`src/inc/gmrex_pkg.sv`:
```
package gmrex_pkg;
    localparam int unsigned WORD_W      = 16;
    localparam int unsigned REG_CODE_W  = 3;
    localparam int unsigned ADDR_W      = 16;
    // register codes 2..6; the accumulator sits at code 7 for the pair
    localparam logic [2:0]  REG_CODE_MIN = 3'h2;
    localparam logic [2:0]  REG_CODE_MAX = 3'h6;
    localparam logic [2:0]  REG_CODE_EXT = 3'h6;
    localparam logic [2:0]  REG_CODE_ACC = 3'h7;
    localparam logic [2:0]  DOUBLE_COUNT = 3'h2;
    localparam logic [15:0] REG_RESET    = 16'h0000;

    typedef enum logic [3:0] {
        load_word_op        = 4'h0,
        store_word_op       = 4'h1,
        add_word_op         = 4'h2,
        subtract_word_op    = 4'h3,
        and_word_op         = 4'h4,
        compare_word_op     = 4'h5,
        load_multiple_op    = 4'h6,
        load_double_op      = 4'h7,
        store_multiple_op   = 4'h8,
        store_double_op     = 4'h9,
        double_add_op       = 4'ha,
        double_subtract_op  = 4'hb,
        compare_double_op   = 4'hc
    } gmrex_op_type;

    typedef enum logic [2:0] {
        ST_IDLE  = 3'b000,
        ST_READ  = 3'b001,
        ST_WAIT  = 3'b011,
        ST_WRITE = 3'b010,
        ST_DONE  = 3'b110
    } gmrex_state_type;
endpackage : gmrex_pkg

```
`src/core/gmrex_alu.sv`:
```
module gmrex_alu
    import gmrex_pkg::*;
#(
    parameter int unsigned W = 16
)(
    input  wire logic [W-1:0] i_reg,
    input  wire logic [W-1:0] i_mem,
    input  wire logic         i_sub,
    output logic      [W-1:0] o_sum,
    output logic              o_ovf,
    output logic              o_cry,
    output logic              o_eq,
    output logic              o_gt
);
    wire logic [W-1:0] opnd_b;
    wire logic [W:0]   inc_w;
    wire logic [W:0]   add_w;
    assign opnd_b = i_sub ? ~i_mem : i_mem;
    // increment carry kept separate: negating zero carries here
    assign inc_w  = {1'b0, opnd_b} + {{W{1'b0}}, i_sub};
    assign add_w  = {1'b0, i_reg} + {1'b0, inc_w[W-1:0]};
    assign o_sum  = add_w[W-1:0];
    assign o_cry  = add_w[W] | inc_w[W];
    assign o_ovf  = i_sub ? ((o_sum[W-1] == i_mem[W-1]) && (i_reg[W-1] != i_mem[W-1]))
                          : ((i_reg[W-1] == i_mem[W-1]) && (o_sum[W-1] != i_reg[W-1]));
    assign o_eq   = (i_reg == i_mem);
    assign o_gt   = $signed(i_reg) > $signed(i_mem);
endmodule : gmrex_alu

```
`src/core/gmrex_exec.sv`:
```
// Summary of operation
// RQ1: store word writes selected register to memory
// RQ2: sequence holds interrupts off until finished
// RQ3: register select codes two through six only
// RQ4: add word sums memory into selected register
// RQ5: add sets overflow and carry, else clears
// RQ6: subtract adds negated memory word to register
// RQ7: subtract overflow from sign relationships
// RQ8: subtract carry from increment or add
// RQ9: logical and, indicators left alone
// RQ10: compare word signed, sets indicator pair
// RQ11: load multiple fills consecutive registers
// RQ12: count and start coded two through six
// RQ13: load double is count two from six
// RQ14: store multiple writes consecutive registers out
// RQ15: store double writes pair as doubleword
// RQ16: stores change only memory
// RQ17: double add on pair, add flag rules
// RQ18: double subtract negates doubleword and adds
// RQ19: double subtract flags like single subtract
// RQ20: compare double signed, sets indicator pair
// RQ21: load word copies memory into register
// RQ22: extended accumulator high, lower address
// RQ23: bad register codes raise unimplemented fault
module gmrex_exec
    import gmrex_pkg::*;
#(
    parameter int unsigned W  = 16,
    parameter int unsigned AW = 16
)(
    input  wire logic                      i_core_clk,
    input  wire logic                      i_rst_b,
    input  wire logic                      i_start,
    input  wire gmrex_pkg::gmrex_op_type   i_op,
    input  wire logic [2:0]                i_register_select_field,
    input  wire logic [2:0]                i_count_field,
    input  wire logic [2:0]                i_first_field,
    input  wire logic [AW-1:0]             i_eff_addr,
    input  wire logic [W-1:0]              i_mem_rdata,
    input  wire logic                      i_mem_ack,
    output logic                           o_busy,
    output logic                           o_int_block,
    output logic                           o_done,
    output logic                           o_unimpl_fault,
    output logic                           o_mem_req,
    output logic                           o_mem_we,
    output logic      [AW-1:0]             o_mem_addr,
    output logic      [W-1:0]              o_mem_wdata,
    output logic                           o_overflow,
    output logic                           o_carry,
    output logic      [W-1:0]              o_reg_l,
    output logic      [W-1:0]              o_reg_t,
    output logic      [W-1:0]              o_reg_x,
    output logic      [W-1:0]              o_reg_b,
    output logic      [W-1:0]              o_reg_e,
    output logic      [W-1:0]              o_reg_a
);
    import gmrex_pkg::*;

    function automatic logic code_ok(input logic [2:0] c);
        code_ok = (c >= REG_CODE_MIN) && (c <= REG_CODE_MAX);
    endfunction : code_ok

    function automatic logic uses_fields(input gmrex_op_type op);
        uses_fields = (op == load_multiple_op) || (op == store_multiple_op);
    endfunction : uses_fields

    // registers 2..7 held by index; 7 is the accumulator
    logic [W-1:0]         gr_q [2:7];
    gmrex_state_type      state_q;
    gmrex_op_type         op_q;
    logic [2:0]           reg_q;
    logic [2:0]           left_q;
    logic [AW-1:0]        addr_q;
    logic [W-1:0]         hi_q;
    logic [W-1:0]         rd_q;
    logic                 ovf_q;
    logic                 cry_q;
    logic                 done_q;
    logic                 fault_q;
    logic                 req_q;
    logic                 we_q;
    logic [W-1:0]         wdata_q;

    wire logic            is_single;
    wire logic            is_double_arith;
    wire logic            is_load_multi;
    wire logic            is_store;
    wire logic            start_ok;
    wire logic [2:0]      start_reg;
    wire logic [2:0]      start_cnt;
    wire logic [W-1:0]    sel_reg;
    wire logic [W-1:0]    s_sum;
    wire logic            s_ovf;
    wire logic            s_cry;
    wire logic            s_eq;
    wire logic            s_gt;
    wire logic [2*W-1:0]  pair_reg;
    wire logic [2*W-1:0]  pair_mem;
    wire logic [2*W-1:0]  d_sum;
    wire logic            d_ovf;
    wire logic            d_cry;
    wire logic            d_eq;
    wire logic            d_gt;
    wire logic            sub_sel;
    wire logic            last_word;

    assign is_single       = (i_op <= compare_word_op);
    assign is_double_arith = (i_op == double_add_op) || (i_op == double_subtract_op) ||
                             (i_op == compare_double_op);
    assign is_load_multi   = (op_q == load_multiple_op) || (op_q == load_double_op);
    assign is_store        = (op_q == store_word_op) || (op_q == store_multiple_op) ||
                             (op_q == store_double_op);
    // fixed-pair forms ignore the fields and use count two from six
    assign start_reg = (is_single) ? i_register_select_field :
                       uses_fields(i_op) ? i_first_field :
                       REG_CODE_EXT;                                                       // RQ13 RQ15
    assign start_cnt = (is_single) ? 3'h1 :
                       uses_fields(i_op) ? i_count_field :
                       DOUBLE_COUNT;
    assign start_ok  = is_single ? code_ok(i_register_select_field) :                     // RQ3 RQ23
                       uses_fields(i_op) ?
                       (code_ok(i_count_field) && code_ok(i_first_field)) :                // RQ12 RQ23
                       (i_op <= compare_double_op);

    assign sel_reg   = gr_q[reg_q];
    assign sub_sel   = (op_q == subtract_word_op) || (op_q == double_subtract_op) ||
                       (op_q == compare_word_op) || (op_q == compare_double_op);
    assign pair_reg  = {gr_q[REG_CODE_EXT], gr_q[REG_CODE_ACC]};                          // RQ22
    assign pair_mem  = {hi_q, rd_q};                                                      // RQ22
    assign last_word = (left_q == 3'h1);

    gmrex_alu #(.W(W)) u_single (
        .i_reg (sel_reg),
        .i_mem (rd_q),
        .i_sub (sub_sel),
        .o_sum (s_sum),
        .o_ovf (s_ovf),
        .o_cry (s_cry),
        .o_eq  (s_eq),
        .o_gt  (s_gt)
    );

    gmrex_alu #(.W(2*W)) u_double (
        .i_reg (pair_reg),
        .i_mem (pair_mem),
        .i_sub (sub_sel),
        .o_sum (d_sum),
        .o_ovf (d_ovf),
        .o_cry (d_cry),
        .o_eq  (d_eq),
        .o_gt  (d_gt)
    );

    always_ff @(posedge i_core_clk or negedge i_rst_b)
    begin
        if (!i_rst_b)
        begin
            state_q <= ST_IDLE;
            op_q    <= load_word_op;
            reg_q   <= REG_CODE_MIN;
            left_q  <= 3'h0;
            addr_q  <= '0;
            hi_q    <= REG_RESET;
            rd_q    <= REG_RESET;
            done_q  <= 1'b0;
            fault_q <= 1'b0;
            req_q   <= 1'b0;
            we_q    <= 1'b0;
            wdata_q <= REG_RESET;
        end
        else
        begin
            done_q  <= 1'b0;
            fault_q <= 1'b0;
            case (state_q)
                ST_IDLE:
                begin
                    if (i_start && !start_ok)
                    begin
                        fault_q <= 1'b1;                                                  // RQ23
                        done_q  <= 1'b1;
                    end
                    else if (i_start)
                    begin
                        op_q    <= i_op;
                        reg_q   <= start_reg;
                        left_q  <= (is_double_arith) ? DOUBLE_COUNT : start_cnt;
                        addr_q  <= i_eff_addr;
                        state_q <= ST_READ;
                    end
                end
                ST_READ:
                begin
                    // one bus word per pass; stores write, everything else reads
                    req_q   <= 1'b1;
                    we_q    <= is_store;
                    wdata_q <= sel_reg;                                                   // RQ1 RQ14 RQ15
                    state_q <= ST_WAIT;
                end
                ST_WAIT:
                begin
                    if (i_mem_ack)
                    begin
                        // read data stands only in the ack cycle, so catch it here
                        rd_q    <= i_mem_rdata;
                        req_q   <= 1'b0;
                        we_q    <= 1'b0;
                        state_q <= ST_WRITE;
                    end
                end
                ST_WRITE:
                begin
                    // first word of a pair is the high half at the lower address
                    if (!is_store && !is_load_multi && (op_q >= double_add_op) && !last_word)
                    begin
                        hi_q <= rd_q;                                                     // RQ22
                    end
                    if (last_word)
                    begin
                        state_q <= ST_DONE;
                    end
                    else
                    begin
                        left_q  <= left_q - 3'h1;
                        addr_q  <= addr_q + {{(AW-1){1'b0}}, 1'b1};
                        reg_q   <= reg_q + 3'h1;
                        state_q <= ST_READ;
                    end
                end
                ST_DONE:
                begin
                    done_q  <= 1'b1;
                    state_q <= ST_IDLE;
                end
                default:
                begin
                    state_q <= ST_IDLE;
                end
            endcase
        end
    end

    // register write-back and indicators, written only at the end of a word
    wire logic wb_now;
    assign wb_now = (state_q == ST_WRITE);

    always_ff @(posedge i_core_clk or negedge i_rst_b)
    begin
        if (!i_rst_b)
        begin
            for (int i = 2; i <= 7; i++)
            begin
                gr_q[i] <= REG_RESET;
            end
        end
        else if (wb_now)
        begin
            case (op_q)
                load_word_op:      gr_q[reg_q] <= rd_q;                                   // RQ21
                add_word_op, subtract_word_op:
                    gr_q[reg_q] <= s_sum;                                                 // RQ4 RQ6
                and_word_op:       gr_q[reg_q] <= sel_reg & rd_q;                         // RQ9
                load_multiple_op, load_double_op:
                    gr_q[reg_q] <= rd_q;                                                  // RQ11 RQ13
                double_add_op, double_subtract_op:
                begin
                    if (last_word)
                    begin
                        gr_q[REG_CODE_EXT] <= d_sum[2*W-1:W];                             // RQ17 RQ18
                        gr_q[REG_CODE_ACC] <= d_sum[W-1:0];
                    end
                end
                default:
                begin
                    // compares and stores leave the registers alone
                end
            endcase
        end
    end

    // indicators apart from the register file, so and-word and stores cannot reach them
    always_ff @(posedge i_core_clk or negedge i_rst_b)
    begin
        if (!i_rst_b)
        begin
            ovf_q <= 1'b0;
            cry_q <= 1'b0;
        end
        else if (wb_now)
        begin
            case (op_q)
                add_word_op, subtract_word_op:
                begin
                    ovf_q <= s_ovf;                                                       // RQ5 RQ7
                    cry_q <= s_cry;                                                       // RQ5 RQ8
                end
                compare_word_op:
                begin
                    ovf_q <= s_gt | s_eq;                                                 // RQ10
                    cry_q <= s_eq;                                                        // RQ10
                end
                double_add_op, double_subtract_op:
                begin
                    if (last_word)
                    begin
                        ovf_q <= d_ovf;                                                   // RQ17 RQ19
                        cry_q <= d_cry;                                                   // RQ19
                    end
                end
                compare_double_op:
                begin
                    if (last_word)
                    begin
                        ovf_q <= d_gt | d_eq;                                             // RQ20
                        cry_q <= d_eq;                                                    // RQ20
                    end
                end
                default:
                begin
                    ovf_q <= ovf_q;                                                       // RQ9 RQ16
                end
            endcase
        end
    end

    assign o_busy         = (state_q != ST_IDLE);
    assign o_int_block    = (state_q != ST_IDLE) | i_start;                               // RQ2
    assign o_done         = done_q;
    assign o_unimpl_fault = fault_q;
    assign o_mem_req      = req_q;
    assign o_mem_we       = we_q;
    assign o_mem_addr     = addr_q;
    assign o_mem_wdata    = wdata_q;
    assign o_overflow     = ovf_q;
    assign o_carry        = cry_q;
    assign o_reg_l        = gr_q[2];
    assign o_reg_t        = gr_q[3];
    assign o_reg_x        = gr_q[4];
    assign o_reg_b        = gr_q[5];
    assign o_reg_e        = gr_q[6];
    assign o_reg_a        = gr_q[7];
endmodule : gmrex_exec

```
`config.mk`:
```
export PLATFORM = sky130hd
export DESIGN_NAME = gmrex_exec
export DESIGN_NICKNAME = d
export VERILOG_FILES = /design/src/inc/gmrex_pkg.sv /design/src/core/gmrex_alu.sv /design/src/core/gmrex_exec.sv
export SDC_FILE = /design/constraint.sdc
export NUM_CORES = 1
export LEC_CHECK = 0
export BUFFER_PORTS_ARGS = -buffer_cell sky130_fd_sc_hd__buf_4
export CAP_MARGIN = 20
export CORE_AREA = 10 10 212 134
export CTS_CLUSTER_DIAMETER = 200
export DETAILED_ROUTE_END_ITERATION = 10
export DIE_AREA = 0 0 222 144
export PLACE_DENSITY = 0.89
export SLEW_MARGIN = 25
export SYNTH_ARGS = -nofsm -noshare
export SYNTH_HDL_FRONTEND = slang
export SYNTH_SLANG_ARGS = --single-unit
```
`constraint.sdc`:
```
create_clock -name i_core_clk -period 6.6 [get_ports i_core_clk]
set_input_delay 1.32 -clock i_core_clk [delete_from_list [all_inputs] [get_ports i_core_clk]]
set_output_delay 1.32 -clock i_core_clk [all_outputs]
set_load 0.03 [all_outputs]
```
==> flow_summary.json, run 1 <==
{
  "yosys_warnings": 0,
  "seq_area_frac_synth": 0.309,
  "gp_congestion": 1.12,
  "synth_cells": 1702,
  "core_mm2": 0.0247,
  "root_buffer": "clkbuf_16",
  "synth_top_cell_area_share": 0.307,
  "rsz0062_at_grt": "no",
  "synth_edf_count": 0,
  "netlist_area_mm2": 0.0145,
  "use_met2": 0.501,
  "cp_max_fo": 21,
  "avgSynthCellArea_um2": 8.52,
  "grt_pass1_wl_um": 89900,
  "regToRegStartpoint": "op_q[1]$_DFFE_PN0P_",
  "antenna_found_initial": 1,
  "insertion_delay_ns": 0.46,
  "wirelength_um": 61100,
  "timing.fmax_mhz": 168,
  "reg2reg_depth": 19,
  "crit_required_ns": 6.96,
  "hold_violations": 0,
  "final_antenna_net_count": 0,
  "drt_iter0_drc": 2455,
  "dieArea_mm2": 0.0320,
  "slew_headroom": 0.215,
  "drv_cap": 0,
  "worstSetupPathType": "flip-flop to flip-flop",
  "final_core_util": 0.681,
  "grt_overflow": 0,
  "tns_ns": 0,
  "tritoncts": "yes",
  "post-synth-top-count-cell": "a21oi_1",
  "synth_common_cells": "a21oi_1 (183), dfrtp_1 (178), nor2_1 (147)",
  "cts_inserted_buffers": 17,
  "gr-max-usage-layer": "met1",
  "tightest_slew_ns": 1.17,
  "postCtsSetupBuffers": 0,
  "clock_skew_ns": 0.0185,
  "antenna_cells": 0,
  "ys.flop_type": "dfrtp_1",
  "dr.pass1.iters": 11,
  "grt_max_degree": 92,
  "cp_slowest_stage_delay_ns": 0.60,
  "core.rowCount": 45,
  "cpMostUsedCell": "ha_1",
  "path_delay_family": "compound AO/OA/AOI/OAI gates",
  "crit_arrival_ns": 6.31,
  "crit_cells": 19,
  "ys_async_sr_fraction": 1.00,
  "ys_seq_elements": 179,
  "synthesis.nets": 1872,
  "cts_hold_buf": 0,
  "initial_core_util": 0.588,
  "setup_viol": 0,
  "dieWidth_um": 222,
  "boundaryPins": 185,
  "crit_path_end_kind": "flip-flop",
  "path_clk_slew_ns": 0.08,
  "drcViolationCount": 2,
  "wire_per_inst_um": 27.9,
  "area_delta_synth_final_pct": 15.7,
  "path_cells": "nand2b_1 -> o21a_2 -> inv_2 -> ha_1 -> ha_1 -> o221ai_2 -> nor2_1 -> a41o_1 -> o21ai_0 -> xnor2_1 -> ha_1 -> a21oi_1 -> o21ai_0 -> a22oi_1 -> o211ai_1 -> a311oi_2 -> mux2i_1 -> nand2_1 -> a221oi_1",
  "hpwl_um": 47400,
  "cts.repair.resized": 0,
  "status": "complete, but fails checks",
  "fillers": 2005,
  "reg2reg_to": "o_overflow$_DFFE_PN0P_",
  "io_buffers": 184,
  "period_minus_slack_ns": 5.96,
  "failed_checks": "DRC",
  "crit_end": "o_overflow$_DFFE_PN0P_",
  "cts.htree.levels": 4,
  "synth_top_area_cell": "dfrtp_1",
  "fp.dieH_um": 144,
  "cts.sinks": 179,
  "viasPerCell": 7.03,
  "use_met1": 0.505,
  "worst-path-buf-inv": 1,
  "yosys-top-cells-area": "dfrtp_1 (31%), ha_1 (10%), a21oi_1 (6.3%)",
  "vias": 15371,
  "track_usage": 0.368,
  "slowest_stage": "dfrtp_1",
  "ys_types": 97,
  "rrSetupSlack_ns": 0.64,
  "grt_pass1_vias": 14173,
  "cp-start-kind": "flip-flop",
  "nets": 2015,
  "slew_viol_final": 0,
  "grtUsageMet3": 0.161,
  "drive_above_1_share": 0.182,
  "min_path_type": "flip-flop to flip-flop",
  "clockBufferDepth": 2,
  "cp-startpoint": "op_q[1]$_DFFE_PN0P_",
  "period_share": 0.902
}
-- kinds of logic after synthesis --
family,count (synthesis),synth area share
XOR/XNOR,75,0.0458
buffers and inverters,157,0.0442
adder cells (fa/ha/maj),121,0.105
AND/OR/NAND/NOR,519,0.176
AO/OA/AOI/OAI,571,0.251
multiplexers,80,0.0691
flip-flops,179,0.309
-- final cells by class --
class                           instances  area [um^2]  area share
Multi-Input combinational cell       1366         9430       0.562
Sequential cell                       179         4480       0.267
Timing Repair Buffer                  214         1610      0.0961
Clock buffer                           19          453      0.0270
Tap cell                              329          412      0.0245
Inverter                               67          251      0.0150
Clock inverter                         13          146     0.00872
-- layout by cell type (no fill, tap or decap), drive strengths merged, types with 41 or more instances in the layout --
cell	count
a21oi	184
buf	213
inv	71
o21ai	134
xnor2	60
nor2	149
nor3	47
nand2	134
dfrtp	178
nand3	55
ha	119
mux2	41
-- through the flow --
step / setup slack, ns / instance area, um^2 / std cells / hold slack, ns
floorplan: 1.40 / 14500 / 1702 / 0.507
global placement: 1.10 / 16200 / 2155 / 0.460
detailed placement: 0.872 / 16200 / 2155 / 0.497
CTS: 0.868 / 16800 / 2187 / 0.516
global route: 0.287 / 16800 / 2187 / 0.534
finish: 0.644 / 16800 / 2187 / 0.518
-- worst min path at each step --
stage / from / depth (start not counted) / slack (ns) / end
finish: o_mem_addr[5]$_DFFE_PN0P_ / 1 / 0.52 / o_mem_addr[5]$_DFFE_PN0P_
global route: o_mem_wdata[12]$_DFFE_PN0P_ / 1 / 0.53 / o_mem_wdata[12]$_DFFE_PN0P_
CTS: o_mem_addr[5]$_DFFE_PN0P_ / 1 / 0.52 / o_mem_addr[5]$_DFFE_PN0P_
detailed placement: o_mem_req$_DFFE_PN0P_ / 1 / 0.50 / o_mem_req$_DFFE_PN0P_
global placement: o_mem_req$_DFFE_PN0P_ / 1 / 0.46 / o_mem_req$_DFFE_PN0P_
floorplan: state_q[2]$_DFFE_PN0P_ / 1 / 0.51 / state_q[1]$_DFFE_PN0P_
-- per-layer routing --
layer,vias to the layer above,part of all wire
li1,6610,-
met1,7401,0.40
met2,1204,0.40
met3,154,0.16
met4,2,0.035
met5,-,0.00021
Power of run 1 is left out: the tool's default activity adds up to more than one toggle a clock period on the data nets, which glitch-free logic cannot reach.
==> run 2: changes to the inputs <==
CORE_AREA = 10 10 206 130   (was 10 10 212 134)
DIE_AREA = 0 0 216 140   (was 0 0 222 144)
PLACE_DENSITY = 0.94   (was 0.89)
clock period = 7.25 ns   (was 6.6 ns; I/O delays follow)
==> run 2 against run 1 <==
  * The flow now finishes without violations
  * Register-to-register slack improved by 0.50 ns
  * Flip-flop and latch count unchanged
  * Fmax is 2.4% lower
  * Cell area fell by 0.20%
  * Count of clock-buffer cells in the layout is 1 lower
  * Global-route usage rose by 1.4 points
  * Via count is 0.99% higher
  * Cell count is 0.69% lower
  * Non-clock buffer count is 3 lower
  * Critical path type unchanged
==> flow_summary.json, run 2 (same netlist as run 1, synthesis figures left out) <==
{
  "antenna_found_initial": 3,
  "crit_required_ns": 7.61,
  "drive_above_1_share": 0.181,
  "min_path_type": "flip-flop to flip-flop",
  "drt_iter0_drc": 2610,
  "wirelength_um": 60700,
  "layout_commonest_cell": "buf_4",
  "cts.repair.resized": 0,
  "cts_hold_buf": 0,
  "initial_core_util": 0.634,
  "core_mm2": 0.0229,
  "grt_pass1_vias": 14074,
  "cp_slowest_stage_delay_ns": 0.73,
  "vias": 15523,
  "reg2reg_to": "o_overflow$_DFFE_PN0P_",
  "slowest_stage": "dfrtp_1",
  "clockBufferDepth": 2,
  "postCtsSetupBuffers": 0,
  "drcViolationCount": 0,
  "grt_pass1_wl_um": 88600,
  "period_minus_slack_ns": 6.10,
  "layout_common_cells": "buf_4 (209), a21oi_1 (183), dfrtp_1 (177), nor2_1 (146), nand2_1 (133)",
  "hold_violations": 0,
  "multi_input_area_mm2": 0.00943,
  "root_buffer": "clkbuf_16",
  "cts.sinks": 179,
  "final_cells": 2172,
  "dieArea_mm2": 0.0302,
  "fp.dieH_um": 140,
  "clock_skew_ns": 0.0237,
  "area_delta_synth_final_pct": 15.5,
  "insertion_delay_ns": 0.47,
  "path_cells": "xnor2_2 -> o21a_2 -> buf_4 -> o41ai_4 -> o2111ai_1 -> or2_1 -> o21ai_0 -> a21boi_1 -> xnor2_1 -> ha_1 -> and4_1 -> and4_1 -> a22oi_1 -> o211ai_1 -> a311oi_2 -> mux2i_1 -> nand2_1 -> a221oi_1",
  "cpMostUsedCell": "and4_1",
  "grt_overflow": 0,
  "cp-start-kind": "flip-flop",
  "final_area_mm2": 0.0168,
  "crit_arrival_ns": 6.47,
  "period_share": 0.842,
  "viasPerCell": 7.15,
  "boundaryPins": 185,
  "drv_cap": 0,
  "slew_viol_final": 0,
  "io_buffers": 184,
  "crit_cells": 18,
  "tightest_slew_ns": 1.03,
  "cts.htree.levels": 4,
  "slew_headroom": 0.313,
  "cp_max_fo": 44,
  "path_delay_family": "compound AO/OA/AOI/OAI gates",
  "worst-path-buf-inv": 1,
  "wire_per_inst_um": 27.9,
  "cp-startpoint": "op_q[3]$_DFFE_PN0P_",
  "gp_congestion": 1.12,
  "rrSetupSlack_ns": 1.15,
  "path_clk_slew_ns": 0.08,
  "timing.fmax_mhz": 164,
  "regToRegStartpoint": "op_q[3]$_DFFE_PN0P_",
  "tns_ns": 0,
  "final_antenna_net_count": 0,
  "place_area_mm2": 0.0161,
  "fillers": 1711,
  "track_usage": 0.382,
  "reg2reg_depth": 18,
  "nets": 2012,
  "dp.cells": 2138,
  "grt_max_degree": 78,
  "crit_end": "o_overflow$_DFFE_PN0P_",
  "worstSetupPathType": "flip-flop to flip-flop",
  "status": "complete, no violations",
  "crit_path_end_kind": "flip-flop",
  "rsz0062_at_grt": "no",
  "regArea_mm2": 0.00448,
  "setup_viol": 0,
  "core.rowCount": 43,
  "tritoncts": "yes",
  "min_from": "o_mem_req$_DFFE_PN0P_",
  "dieWidth_um": 216,
  "hpwl_um": 46500,
  "dr.pass1.iters": 8,
  "cts_inserted_buffers": 17
}
[run 2: cell count changes in the layout (fill, tap and decap cells not counted), moves of 2 or more]
cell,change
inv_6,+2
o21ai_0,+2
clkbuf_8,-3
clkinvlp_4,-2
o21ai_1,-2
buf_4,-4
buf_6,+2
diode_2,+2
clkinv_2,-2
clkinv_4,+3
[run 2: worst min path at each step]
stage,slack [ns],depth (start not counted),end
after CTS,0.50,1,o_mem_req$_DFFE_PN0P_
after detailed placement,0.47,1,o_mem_req$_DFFE_PN0P_
after floorplan,0.51,1,state_q[1]$_DFFE_PN0P_
final,0.49,1,o_mem_req$_DFFE_PN0P_
after global placement,0.47,1,o_mem_req$_DFFE_PN0P_
after global routing,0.52,1,o_mem_req$_DFFE_PN0P_
[run 2: per-layer routing]
layer	routed length [um]	track usage	vias up	share of wire
met1	23500	0.524	7363	0.39
met2	24000	0.519	1388	0.40
met4	2290	0.127	4	0.038
li1	-	-	6587	-
met3	10700	0.172	181	0.18
met5	120	0	-	0.0020
[run 2: through the flow]
stage	utilization	hold WS, ns	worst slack, ns
final	0.733	0.492	1.15
after global routing	0.732	0.516	0.802
after CTS	0.732	0.500	1.40
after detailed placement	0.705	0.475	1.42
after global placement	0.705	0.467	1.65
after floorplan	-	0.507	2.05
[run 2: area by class of cell]
cell class,count,share of cell area
Antenna cell,2,0.000299
Clock buffer,18,0.0256
Clock inverter,14,0.0102
Inverter,67,0.0150
Multi-Input combinational cell,1366,0.563
Sequential cell,179,0.268
Tap cell,315,0.0235
Timing Repair Buffer,211,0.0950
Power of run 2 is left out for the same reason.
